## src/hw/dod_pkg.sv

```systemverilog
package dod_pkg;
  // ----------------------------------------------------------------
  // operation selects
  // ----------------------------------------------------------------
  typedef enum logic [4:0] {
    DOD_OP_NONE         = 5'h00,
    DOD_OP_POP_ACC      = 5'h01,
    DOD_OP_POP_MEM      = 5'h02,
    DOD_OP_PUSH_MEM     = 5'h03,
    DOD_OP_PUSH_ACC     = 5'h04,
    DOD_OP_COND_RET     = 5'h05,
    DOD_OP_REPEAT_IMM   = 5'h06,
    DOD_OP_REPEAT_MEM   = 5'h07,
    DOD_OP_STORE_HIGH   = 5'h08,
    DOD_OP_STORE_LOW    = 5'h09,
    DOD_OP_AUX_SUB_IMM  = 5'h0a,
    DOD_OP_SET_CTRL     = 5'h0b,
    DOD_OP_STORE_STATUS_ZERO = 5'h0c,
    DOD_OP_STORE_STATUS_ONE = 5'h0d,
    DOD_OP_STORE_LONG   = 5'h0e,
    DOD_OP_SUB_LONG     = 5'h0f,
    DOD_OP_SUB_SHORT    = 5'h10,
    DOD_OP_SUB_BORROW   = 5'h11,
    DOD_OP_SUB_NO_SEXT  = 5'h12,
    DOD_OP_SUB_BY_TEMP  = 5'h13,
    DOD_OP_XOR_LONG16   = 5'h14,
    DOD_OP_ZERO_LD_RND  = 5'h15,
    DOD_OP_SQUARE_SUB   = 5'h16,
    DOD_OP_SUB_PRODUCT  = 5'h17,
    DOD_OP_UNDEFINED    = 5'h1f
  } dod_op_t;

  // control bit selects for set_control_bit
  typedef enum logic [2:0] {
    DOD_CB_NONE  = 3'h0,
    DOD_CB_CARRY = 3'h1,
    DOD_CB_PROG  = 3'h2,
    DOD_CB_INTM  = 3'h3,
    DOD_CB_OVM   = 3'h4,
    DOD_CB_TC    = 3'h5,
    DOD_CB_EXT_FLAG = 3'h6,
    DOD_CB_SXM   = 3'h7
  } dod_cbit_t;

  // ----------------------------------------------------------------
  // encodings
  // ----------------------------------------------------------------
  localparam logic [15:0] DOD_W_POP_ACC = 16'hbe32;
  localparam logic [15:0] DOD_W_PUSH_ACC = 16'hbe3c;
  localparam logic [15:0] DOD_W_XOR_LONG16 = 16'hbe83;
  localparam logic [15:0] DOD_W_SUB_PRODUCT = 16'hbe05;
  localparam logic [7:0] DOD_B_POP_MEM = 8'h8a;
  localparam logic [7:0] DOD_B_PUSH_MEM = 8'h76;
  localparam logic [7:0] DOD_B_REPEAT_IMM = 8'hbb;
  localparam logic [7:0] DOD_B_REPEAT_MEM = 8'h0b;
  localparam logic [7:0] DOD_B_AUX_SUB = 8'h7c;
  localparam logic [7:0] DOD_B_STATUS_ZERO = 8'h8e;
  localparam logic [7:0] DOD_B_STATUS_ONE = 8'h8f;
  localparam logic [7:0] DOD_B_STORE_LONG = 8'hae;
  localparam logic [7:0] DOD_B_SUB_SHORT = 8'hba;
  localparam logic [7:0] DOD_B_SUB_BORROW = 8'h64;
  localparam logic [7:0] DOD_B_SUB_NO_SEXT = 8'h66;
  localparam logic [7:0] DOD_B_SUB_BY_TEMP = 8'h67;
  localparam logic [7:0] DOD_B_ZERO_LD_RND = 8'h68;
  localparam logic [7:0] DOD_B_SQUARE_SUB = 8'h53;
  localparam logic [5:0] DOD_P_COND_RET = 6'h3b;
  localparam logic [3:0] DOD_N_STORE_ACC = 4'h9;
  localparam logic [11:0] DOD_P_SUB_LONG = 12'hbfa;
  localparam logic [11:0] DOD_P_SET_CTRL = 12'hbe4;
  localparam logic [3:0] DOD_C_CARRY = 4'hf;
  localparam logic [3:0] DOD_C_PROG = 4'h5;
  localparam logic [3:0] DOD_C_INTM = 4'h1;
  localparam logic [3:0] DOD_C_OVM = 4'h3;
  localparam logic [3:0] DOD_C_TC = 4'hb;
  localparam logic [3:0] DOD_C_EXT_FLAG = 4'hd;
  localparam logic [3:0] DOD_C_SXM = 4'h7;

  // field positions
  localparam int DOD_HIGH_SEL_BIT = 11;
  localparam int DOD_SHIFT3_MSB = 10;
  localparam int DOD_SHIFT3_LSB = 8;
  localparam int DOD_OPC_MSB = 15;
  localparam int DOD_PFX12_LSB = 4;
  localparam int DOD_PFX6_LSB = 10;
  localparam int DOD_TOP_NIB_LSB = 12;
  localparam int DOD_TOP_BYTE_LSB = 8;
  localparam int DOD_LOW_BYTE_MSB = 7;
  localparam int DOD_LOW_BYTE_LSB = 0;
  localparam int DOD_LOW_NIB_MSB = 3;
  localparam int DOD_LOW_NIB_LSB = 0;
  localparam int DOD_TP_MSB = 9;
  localparam int DOD_TP_LSB = 8;
  localparam int DOD_COND_MASK_MSB = 7;
  localparam int DOD_COND_MASK_LSB = 4;
  // low pad of the packed condition bits
  localparam logic [1:0] DOD_COND_PAD = 2'h0;

  // words and cycles
  localparam logic [1:0] DOD_ONE = 2'h1;
  localparam logic [1:0] DOD_TWO = 2'h2;
  localparam logic [2:0] DOD_CYC_ONE = 3'h1;
  localparam logic [2:0] DOD_CYC_TWO = 3'h2;
  localparam logic [2:0] DOD_CYC_RET_TAKEN = 3'h4;
  localparam logic [2:0] DOD_CYC_RET_NOT = 3'h2;
endpackage

```

## src/hw/dod_ctrl_sel.sv

```systemverilog
`timescale 1ns/1ps
`default_nettype none
module dod_ctrl_sel (
  input wire logic [3:0] code,
  output dod_pkg::dod_cbit_t sel
);
  import dod_pkg::*;
  // low nibble to control bit select
  always_comb begin
    case (code)
      DOD_C_CARRY: sel = DOD_CB_CARRY;
      DOD_C_PROG: sel = DOD_CB_PROG;
      DOD_C_INTM: sel = DOD_CB_INTM;
      DOD_C_OVM: sel = DOD_CB_OVM;
      DOD_C_TC: sel = DOD_CB_TC;
      DOD_C_EXT_FLAG: sel = DOD_CB_EXT_FLAG;
      DOD_C_SXM: sel = DOD_CB_SXM;
      default: sel = DOD_CB_NONE;
    endcase
  end
endmodule // dod_ctrl_sel
`default_nettype wire

```

## src/hw/dod_word_cnt.sv

```systemverilog
`timescale 1ns/1ps
`default_nettype none
module dod_word_cnt (
  input wire dod_pkg::dod_op_t op,
  output logic [1:0] words,
  output logic [2:0] cyc_taken,
  output logic [2:0] cyc_not
);
  import dod_pkg::*;
  // word and cycle counts per operation
  always_comb begin
    words = DOD_ONE;
    cyc_taken = DOD_CYC_ONE;
    cyc_not = DOD_CYC_ONE;
    case (op)
      DOD_OP_STORE_LONG, DOD_OP_SUB_LONG, DOD_OP_XOR_LONG16: begin
        words = DOD_TWO;
        cyc_taken = DOD_CYC_TWO;
        cyc_not = DOD_CYC_TWO;
      end
      DOD_OP_COND_RET: begin
        cyc_taken = DOD_CYC_RET_TAKEN;
        cyc_not = DOD_CYC_RET_NOT;
      end
      default: begin
        words = DOD_ONE;
      end
    endcase
  end
endmodule // dod_word_cnt
`default_nettype wire

```

## src/hw/dod_decoder.sv

```systemverilog
// Summary of operation
// - word be32 pops stack top into low accumulator, one word one cycle
// - upper byte 8a pops stack top into addressed data memory
// - upper byte 76 pushes addressed data memory onto stack
// - word be3c pushes low accumulator onto stack
// - upper bits 111011 are conditional return, four cycles taken, two not
// - upper byte bb loads repeat count from low immediate byte
// - upper byte 0b loads repeat count from addressed data memory
// - upper nibble 9 stores accumulator; bit 11 picks high or low half
// - upper byte 7c subtracts immediate byte from current auxiliary register
// - words be4x set a control bit chosen by low nibble f, 5, 1, 3, b, d or 7; other be4x words are undefined
// - upper bytes 8e and 8f store status register zero or one
// - upper byte ae stores following constant word to memory, two words
// - bfa plus shift nibble subtracts shifted following constant, two words
// - upper byte ba subtracts unsigned immediate byte from accumulator
// - upper bytes 64 and 66 are borrow subtract and unextended low subtract
// - upper byte 67 subtracts operand shifted by temp multiplier register
// - word be83 xors accumulator with following constant shifted by 16
// - upper byte 68 zeroes low half, loads high half rounded
// - upper byte 53 squares operand and subtracts previous product
// - word be05 subtracts product register from accumulator
`timescale 1ns/1ps
`default_nettype none
module dod_decoder (
  input wire logic ref_clk,
  input wire logic nrst,
  input wire logic word_valid,
  input wire logic [15:0] word_in,
  output logic dec_valid,
  output dod_pkg::dod_op_t dec_op,
  output logic [7:0] dec_addr_field,
  output logic [7:0] dec_imm8,
  output logic [3:0] dec_shift,
  output logic [15:0] dec_const,
  output dod_pkg::dod_cbit_t dec_cbit,
  output logic [7:0] dec_cond_bits,
  output logic [1:0] dec_words,
  output logic [2:0] dec_cyc_taken,
  output logic [2:0] dec_cyc_not,
  output logic dec_undefined,
  output logic want_const
);
  import dod_pkg::*;

  // ----------------------------------------------------------------
  // state
  // ----------------------------------------------------------------
  typedef enum logic [0:0] {
    DOD_ST_FIRST = 1'b0,
    DOD_ST_CONST = 1'b1
  } dod_state_t;

  dod_state_t state_r;
  dod_state_t state_nxt;
  logic [15:0] held_r;
  dod_op_t held_op_r;
  dod_op_t op_nxt;
  dod_cbit_t cbit_code;
  logic [1:0] w_cnt;
  logic [2:0] c_taken;
  logic [2:0] c_not;
  logic [15:0] cur_word;
  logic [11:0] in_pfx12;
  logic [5:0] in_pfx6;
  logic [3:0] in_top_nib;
  logic [7:0] in_top_byte;
  logic [3:0] in_low_nib;
  logic take_result;
  logic [7:0] cur_low_byte;
  logic [3:0] cur_low_nib;
  logic [3:0] cur_top_nib;
  logic [2:0] cur_shift3;
  logic [1:0] cur_tp;
  logic [3:0] cur_cond_mask;

  // function: is this opcode a two-word form
  function automatic logic is_two_word(input dod_op_t op);
    is_two_word = (op == DOD_OP_STORE_LONG) || (op == DOD_OP_SUB_LONG) ||
                  (op == DOD_OP_XOR_LONG16);
  endfunction

  // ----------------------------------------------------------------
  // field slices
  // ----------------------------------------------------------------
  // slices of the word on the fetch bus, read by the opcode match; the low nibble also feeds dec_cbit
  assign in_pfx12 = word_in[DOD_OPC_MSB:DOD_PFX12_LSB];
  assign in_pfx6 = word_in[DOD_OPC_MSB:DOD_PFX6_LSB];
  assign in_top_nib = word_in[DOD_OPC_MSB:DOD_TOP_NIB_LSB];
  assign in_top_byte = word_in[DOD_OPC_MSB:DOD_TOP_BYTE_LSB];
  assign in_low_nib = word_in[DOD_LOW_NIB_MSB:DOD_LOW_NIB_LSB];

  // a result loads on a one-word op, or on the constant of a long op
  assign take_result = word_valid && (state_r == DOD_ST_CONST || !is_two_word(op_nxt));

  // ----------------------------------------------------------------
  // opcode match
  // ----------------------------------------------------------------
  // full-word matches checked first, since they overlap prefix ranges
  always_comb begin
    op_nxt = DOD_OP_UNDEFINED;
    if (word_in == DOD_W_POP_ACC) begin
      op_nxt = DOD_OP_POP_ACC;
    end else if (word_in == DOD_W_PUSH_ACC) begin
      op_nxt = DOD_OP_PUSH_ACC;
    end else if (word_in == DOD_W_XOR_LONG16) begin
      op_nxt = DOD_OP_XOR_LONG16;
    end else if (word_in == DOD_W_SUB_PRODUCT) begin
      op_nxt = DOD_OP_SUB_PRODUCT;
    end else if (in_pfx12 == DOD_P_SET_CTRL && cbit_code != DOD_CB_NONE) begin
      op_nxt = DOD_OP_SET_CTRL;
    end else if (in_pfx12 == DOD_P_SUB_LONG) begin
      op_nxt = DOD_OP_SUB_LONG;
    end else if (in_pfx6 == DOD_P_COND_RET) begin
      op_nxt = DOD_OP_COND_RET;
    end else if (in_top_nib == DOD_N_STORE_ACC) begin
      op_nxt = word_in[DOD_HIGH_SEL_BIT] ? DOD_OP_STORE_HIGH : DOD_OP_STORE_LOW;
    end else begin
      case (in_top_byte)
        DOD_B_POP_MEM: op_nxt = DOD_OP_POP_MEM;
        DOD_B_PUSH_MEM: op_nxt = DOD_OP_PUSH_MEM;
        DOD_B_REPEAT_IMM: op_nxt = DOD_OP_REPEAT_IMM;
        DOD_B_REPEAT_MEM: op_nxt = DOD_OP_REPEAT_MEM;
        DOD_B_AUX_SUB: op_nxt = DOD_OP_AUX_SUB_IMM;
        DOD_B_STATUS_ZERO: op_nxt = DOD_OP_STORE_STATUS_ZERO;
        DOD_B_STATUS_ONE: op_nxt = DOD_OP_STORE_STATUS_ONE;
        DOD_B_STORE_LONG: op_nxt = DOD_OP_STORE_LONG;
        DOD_B_SUB_SHORT: op_nxt = DOD_OP_SUB_SHORT;
        DOD_B_SUB_BORROW: op_nxt = DOD_OP_SUB_BORROW;
        DOD_B_SUB_NO_SEXT: op_nxt = DOD_OP_SUB_NO_SEXT;
        DOD_B_SUB_BY_TEMP: op_nxt = DOD_OP_SUB_BY_TEMP;
        DOD_B_ZERO_LD_RND: op_nxt = DOD_OP_ZERO_LD_RND;
        DOD_B_SQUARE_SUB: op_nxt = DOD_OP_SQUARE_SUB;
        default: op_nxt = DOD_OP_UNDEFINED;
      endcase
    end
  end

  dod_ctrl_sel u_ctrl_sel (
    .code(in_low_nib),
    .sel(cbit_code)
  );

  // counts follow the op being emitted next
  dod_word_cnt u_word_cnt (
    .op(state_r == DOD_ST_CONST ? held_op_r : op_nxt),
    .words(w_cnt),
    .cyc_taken(c_taken),
    .cyc_not(c_not)
  );

  // ----------------------------------------------------------------
  // two-word sequencing
  // ----------------------------------------------------------------
  // wait for constant word
  always_comb begin
    state_nxt = state_r;
    case (state_r)
      DOD_ST_FIRST: begin
        if (word_valid && is_two_word(op_nxt)) begin
          state_nxt = DOD_ST_CONST;
        end
      end
      DOD_ST_CONST: begin
        if (word_valid) begin
          state_nxt = DOD_ST_FIRST;
        end
      end
      default: state_nxt = DOD_ST_FIRST;
    endcase
  end

  // state register
  always_ff @(posedge ref_clk or negedge nrst) begin
    if (!nrst) begin
      state_r <= DOD_ST_FIRST;
    end else begin
      state_r <= state_nxt;
    end
  end

  always_ff @(posedge ref_clk or negedge nrst) begin
    if (!nrst) begin
      held_r <= 16'h0000;
      held_op_r <= DOD_OP_NONE;
    end else if (state_r == DOD_ST_FIRST && word_valid && is_two_word(op_nxt)) begin
      held_r <= word_in;
      held_op_r <= op_nxt;
    end
  end

  // first word of the current result
  assign cur_word = (state_r == DOD_ST_CONST) ? held_r : word_in;

  // slices of the first word; a long op takes them from the held copy
  assign cur_low_byte = cur_word[DOD_LOW_BYTE_MSB:DOD_LOW_BYTE_LSB];
  assign cur_low_nib = cur_word[DOD_LOW_NIB_MSB:DOD_LOW_NIB_LSB];
  assign cur_top_nib = cur_word[DOD_OPC_MSB:DOD_TOP_NIB_LSB];
  assign cur_shift3 = cur_word[DOD_SHIFT3_MSB:DOD_SHIFT3_LSB];
  assign cur_tp = cur_word[DOD_TP_MSB:DOD_TP_LSB];
  assign cur_cond_mask = cur_word[DOD_COND_MASK_MSB:DOD_COND_MASK_LSB];

  // want_const tells fetch the next word is data, not an opcode
  always_ff @(posedge ref_clk or negedge nrst) begin
    if (!nrst) begin
      want_const <= 1'b0;
    end else begin
      want_const <= (state_nxt == DOD_ST_CONST);
    end
  end

  // ----------------------------------------------------------------
  // result outputs
  // ----------------------------------------------------------------
  // result strobe, one cycle per completed op
  always_ff @(posedge ref_clk or negedge nrst) begin
    if (!nrst) begin
      dec_valid <= 1'b0;
    end else begin
      dec_valid <= take_result;
    end
  end

  // operation and undefined flag; a constant word is never decoded as an op
  always_ff @(posedge ref_clk or negedge nrst) begin
    if (!nrst) begin
      dec_op <= DOD_OP_NONE;
      dec_undefined <= 1'b0;
    end else if (word_valid && state_r == DOD_ST_CONST) begin
      dec_op <= held_op_r;
      dec_undefined <= 1'b0;
    end else if (take_result) begin
      dec_op <= op_nxt;
      dec_undefined <= (op_nxt == DOD_OP_UNDEFINED);
    end
  end

  // constant of a long op; zero for one-word ops so stale data never leaks
  always_ff @(posedge ref_clk or negedge nrst) begin
    if (!nrst) begin
      dec_const <= 16'h0000;
    end else if (word_valid && state_r == DOD_ST_CONST) begin
      dec_const <= word_in;
    end else if (take_result) begin
      dec_const <= 16'h0000;
    end
  end

  // address and immediate share the low byte; execute picks the meaning
  always_ff @(posedge ref_clk or negedge nrst) begin
    if (!nrst) begin
      dec_addr_field <= 8'h00;
    end else if (take_result) begin
      dec_addr_field <= cur_low_byte;
    end
  end

  // immediate byte, also the repeat count
  always_ff @(posedge ref_clk or negedge nrst) begin
    if (!nrst) begin
      dec_imm8 <= 8'h00;
    end else if (take_result) begin
      dec_imm8 <= cur_low_byte;
    end
  end

  always_ff @(posedge ref_clk or negedge nrst) begin
    if (!nrst) begin
      dec_shift <= 4'h0;
    end else if (take_result) begin
      // store forms carry three bits; every other form the low nibble
      if (cur_top_nib == DOD_N_STORE_ACC) begin
        dec_shift <= {1'b0, cur_shift3};
      end else begin
        dec_shift <= cur_low_nib;
      end
    end
  end

  // control bit, only for a set op on its own word
  always_ff @(posedge ref_clk or negedge nrst) begin
    if (!nrst) begin
      dec_cbit <= DOD_CB_NONE;
    end else if (take_result) begin
      dec_cbit <= (op_nxt == DOD_OP_SET_CTRL && state_r == DOD_ST_FIRST) ? cbit_code
                                                                          : DOD_CB_NONE;
    end
  end

  // condition bits kept for execute; mask and value merged
  always_ff @(posedge ref_clk or negedge nrst) begin
    if (!nrst) begin
      dec_cond_bits <= 8'h00;
    end else if (take_result) begin
      dec_cond_bits <= {cur_tp, cur_cond_mask | cur_low_nib, DOD_COND_PAD};
    end
  end

  // word count; a long form reports two though one result fires
  always_ff @(posedge ref_clk or negedge nrst) begin
    if (!nrst) begin
      dec_words <= 2'h0;
    end else if (take_result) begin
      dec_words <= w_cnt;
    end
  end

  // cycle counts; only a return has differing taken and not-taken
  always_ff @(posedge ref_clk or negedge nrst) begin
    if (!nrst) begin
      dec_cyc_taken <= 3'h0;
      dec_cyc_not <= 3'h0;
    end else if (take_result) begin
      dec_cyc_taken <= c_taken;
      dec_cyc_not <= c_not;
    end
  end
endmodule // dod_decoder
`default_nettype wire

```

## config.mk

```make
export PLATFORM = sky130hd
export DESIGN_NAME = dod_decoder
export DESIGN_NICKNAME = d
export VERILOG_FILES = /design/src/hw/dod_pkg.sv /design/src/hw/dod_ctrl_sel.sv /design/src/hw/dod_word_cnt.sv /design/src/hw/dod_decoder.sv
export SDC_FILE = /design/constraint.sdc
export NUM_CORES = 1
export LEC_CHECK = 0
export BUFFER_PORTS_ARGS = -buffer_cell sky130_fd_sc_hd__buf_2
export CAP_MARGIN = 20
export CORE_MARGIN = 10
export CORE_UTILIZATION = 35
export CTS_BUF_LIST = sky130_fd_sc_hd__clkbuf_2
export DETAILED_ROUTE_END_ITERATION = 7
export HOLD_SLACK_MARGIN = 0.15
export PLACE_DENSITY = 0.59
export SLEW_MARGIN = 20
export SYNTH_ARGS = -nofsm -noshare
export SYNTH_HDL_FRONTEND = slang
export SYNTH_SLANG_ARGS = --single-unit
```

## constraint.sdc

```tcl
create_clock -name ref_clk -period 2.3 [get_ports ref_clk]
set_input_delay 0.345 -clock ref_clk [delete_from_list [all_inputs] [get_ports ref_clk]]
set_output_delay 0.345 -clock ref_clk [all_outputs]
set_load 0.05 [all_outputs]
```

==> impl_metrics.json <==
{
  "track_usage_pct": 14.8,
  "crit_type": "in -> reg",
  "ios": 82,
  "fin_hold_ws_ps": 205,
  "die_w_um": 128,
  "syn_area_sq_mm": 0.00412,
  "yosys_most_used_dff": "dfrtp_1",
  "grt_max_degree": 25,
  "clk_pin_slew_ps": 210,
  "cts_buffer_depth": 2,
  "post_synth.cell_area_avg_sq_um": 11.1,
  "finalCritPeriodShare_pct": 107,
  "cp_slowest_stage_delay_ps": 520,
  "period_minus_slack_ps": 2470,
  "powerDensity_mw_per_mm2": 645,
  "wl_um": 12200,
  "synth_seq_cells": 72,
  "seq_area_frac_synth_pct": 43.8,
  "maxSlewHeadroom_pct": 55.7,
  "tightest_slew_ps": 665,
  "rows": 39,
  "drtIter0Drc": 141,
  "gp_congestion": 0.897,
  "design_area_sq_mm": 0.00555,
  "viasPerCell": 5.12,
  "clock_sink_count": 72,
  "p_leak_nw": 2.74,
  "max_cap_violations": 0,
  "start_kind": "primary input",
  "die_height_um": 128,
  "layout.nets": 542,
  "synth_edf_count": 0,
  "grt_pass1_vias": 3605,
  "post-place-cells": 637,
  "h-tree-depth": 3,
  "postPlaceCellArea_sq_mm": 0.00509,
  "fmax_ghz": 0.405,
  "path_delay_family": "simple AND/OR/NAND/NOR gates",
  "synthTopCellsByCount": "dfrtp_1, mux2_2, mux2_4",
  "slowest_stage": "or4b_4",
  "io_buffer_count": 78,
  "arrival_ps": 2920,
  "route.detailed.drc": 0,
  "vias": 3442,
  "syn_to_final_growth_pct": 34.9,
  "yosysMostFrequentCell": "dfrtp_1",
  "synth_top_area_cell": "dfrtp_1",
  "multi_input_area_sq_mm": 0.00217,
  "path_buf_inv": 4,
  "final_antenna_net_count": 0,
  "post-route-util_pct": 48.4,
  "fillerInstances": 1087,
  "yosys_warnings": 0,
  "synth_top_area_share_pct": 43.8,
  "slew_violations": 0,
  "clk_latency_ps": 550,
  "min_path_type": "in -> reg",
  "skew_ps": 31.8,
  "die-area_sq_mm": 0.0165,
  "drive_above_1_share_pct": 49.6,
  "wire_per_inst_um": 18.1,
  "synthDistinctLibCells": 72,
  "grt_pass1_wl_um": 19600,
  "cp_max_fo": 8,
  "cp_cell_sequence": "buf_8, buf_6, and4b_1, and3_4, and4b_4, or4b_4, or2_4, o41ai_4, a21bo_4, buf_4, inv_6, mux2_4",
  "clockRootBuffer": "clkbuf_2",
  "violations": "negative setup slack",
  "synthTopCellsByArea": "dfrtp_1, mux2_4, mux2_2, a22o_1, mux2i_1",
  "antenna_found_initial": 1,
  "dp_hpwl_um": 8910,
  "hold_viol_final": 0,
  "overflow": 0,
  "layout.cells.non_filler": 672,
  "ir_worst_vdd_v": 0.000308,
  "cp.required_ps": 2760,
  "tritoncts": "yes",
  "async_reset_ff_share_pct": 100,
  "core_area_sq_mm": 0.0115,
  "run_status": "complete, but fails checks",
  "end_kind": "flop",
  "setup_viol": 63,
  "regArea_sq_mm": 0.00180,
  "syn_inst": 372,
  "rsz0062_at_grt": "true",
  "setup_ws_ps": -167,
  "initial_core_util_pct": 35.9,
  "cts_buffers": 9,
  "dr.pass1.iters": 4
}
-- per-stage QoR --
stage                     setup WS (ps)  setup TNS, ps  total power, mW
after floorplan                    -604         -32020             2.57
after global placement             -800         -51700             2.90
after detailed placement           -840         -54330             2.92
after CTS                          -104          -2650             3.61
after global routing               -193          -7700             3.78
final                              -167          -5520             3.58
-- what timing repair did --
action	in CTS	in global routing
cloned	3	0
setup buffers	6	3
gates resized for setup	36	10
endpoints found under the hold margin	77	1
endpoints found under the setup margin	64	65
pin swaps	6	4
hold buffers	5	1
-- worst reg2reg max path: stages (launching register included) --
cell and delay (ps):
dfrtp_1 510, or4_1 570, nor2_1 180, a21bo_4 190, buf_4 140, inv_6 70
mux2_4 300
-- cell type report --
type,count,share of cell area [%]
clock buffers,9,0.811
multi-input cells,249,39.0
repair inverters,3,0.653
well taps,143,3.22
inverters,13,1.10
flip-flops and latches,72,32.4
diodes,1,0.0451
repair buffers,175,21.9
clock inverters,7,0.834
-- state kept, by name (all words and copies together), names as in the netlist --
signal	cells
held_r	15
dec_imm8	8
dec_const	16
dec_op	5
dec_undefined	1
dec_cyc_not	2
dec_words	2
held_op_r	5
dec_cbit	3
dec_valid	1
dec_cyc_taken	3
dec_cond_bits	6
dec_shift	4
want_const	1
-- routing by layer --
| metal | GRT usage [%] | routed length [um] | vias up |
|---|---|---|---|
| li1 | - | - | 1659 |
| met1 | 18.9 | 5540 | 1704 |
| met2 | 24.1 | 5940 | 67 |
| met3 | 3.33 | 540 | 12 |
| met4 | 4.97 | 135 | 0 |
| met5 | 0 | 0 | - |
-- final timing paths --
kind	startpoint	end	slack, ps	depth (start not counted)
worst max-delay path	word_in[13]	dec_imm8[1]$_DFFE_PN0P_	-170	12
worst min-delay path	word_in[5]	dec_const[5]$_DFFE_PN0P_	200	3
worst max register to register	want_const$_DFF_PN0_	dec_imm8[1]$_DFFE_PN0P_	260	6
worst min register to register	held_r[15]$_DFFE_PN0P_	held_r[15]$_DFFE_PN0P_	500	1
max in group asynchronous	nrst	dec_cond_bits[4]$_DFFE_PN0P_	1440	3
min in group asynchronous	nrst	dec_shift[0]$_DFFE_PN0P_	250	2
-- placed cells by master (no fill, tap or decap), types with 5 or more instances in the layout --
cell / instances
buf_4: 82
buf_2: 75
dfrtp_1: 72
mux2_2: 27
mux2_4: 23
a22o_1: 19
nor2_1: 16
nand2_1: 15
inv_1: 11
nor3_1: 10
mux2i_1: 10
a21oi_1: 9
clkbuf_2: 9
nand2b_1: 8
and3_1: 8
nor2b_1: 7
buf_6: 7
o21ai_0: 6
dlygate4sd3_1: 6
nand3_1: 5
and2_1: 5
-- where the power goes --
| part | internal, mW | switching [mW] | leakage, nW |
|---|---|---|---|
| clock network | 0.143 | 0.481 | 0.0658 |
| registers | 1.47 | 0.155 | 0.864 |
| logic | 0.500 | 0.828 | 1.81 |
| total | 2.12 | 1.46 | 2.74 |
-- cell families (layout without fill, tap and decap cells) --
family	after synthesis	in the layout	share of synthesized area, %
and+or+nand+nor	112	112	16.8
DFF	72	72	43.8
AOI/OAI and AO/OA	71	71	13.3
muxes	60	60	18.2
buffers and inverters	53	207	7.11
xor gates and xnor gates	3	3	0.638
other	1	4	0.0911
Note: power is estimated with default switching activity, not from simulation.
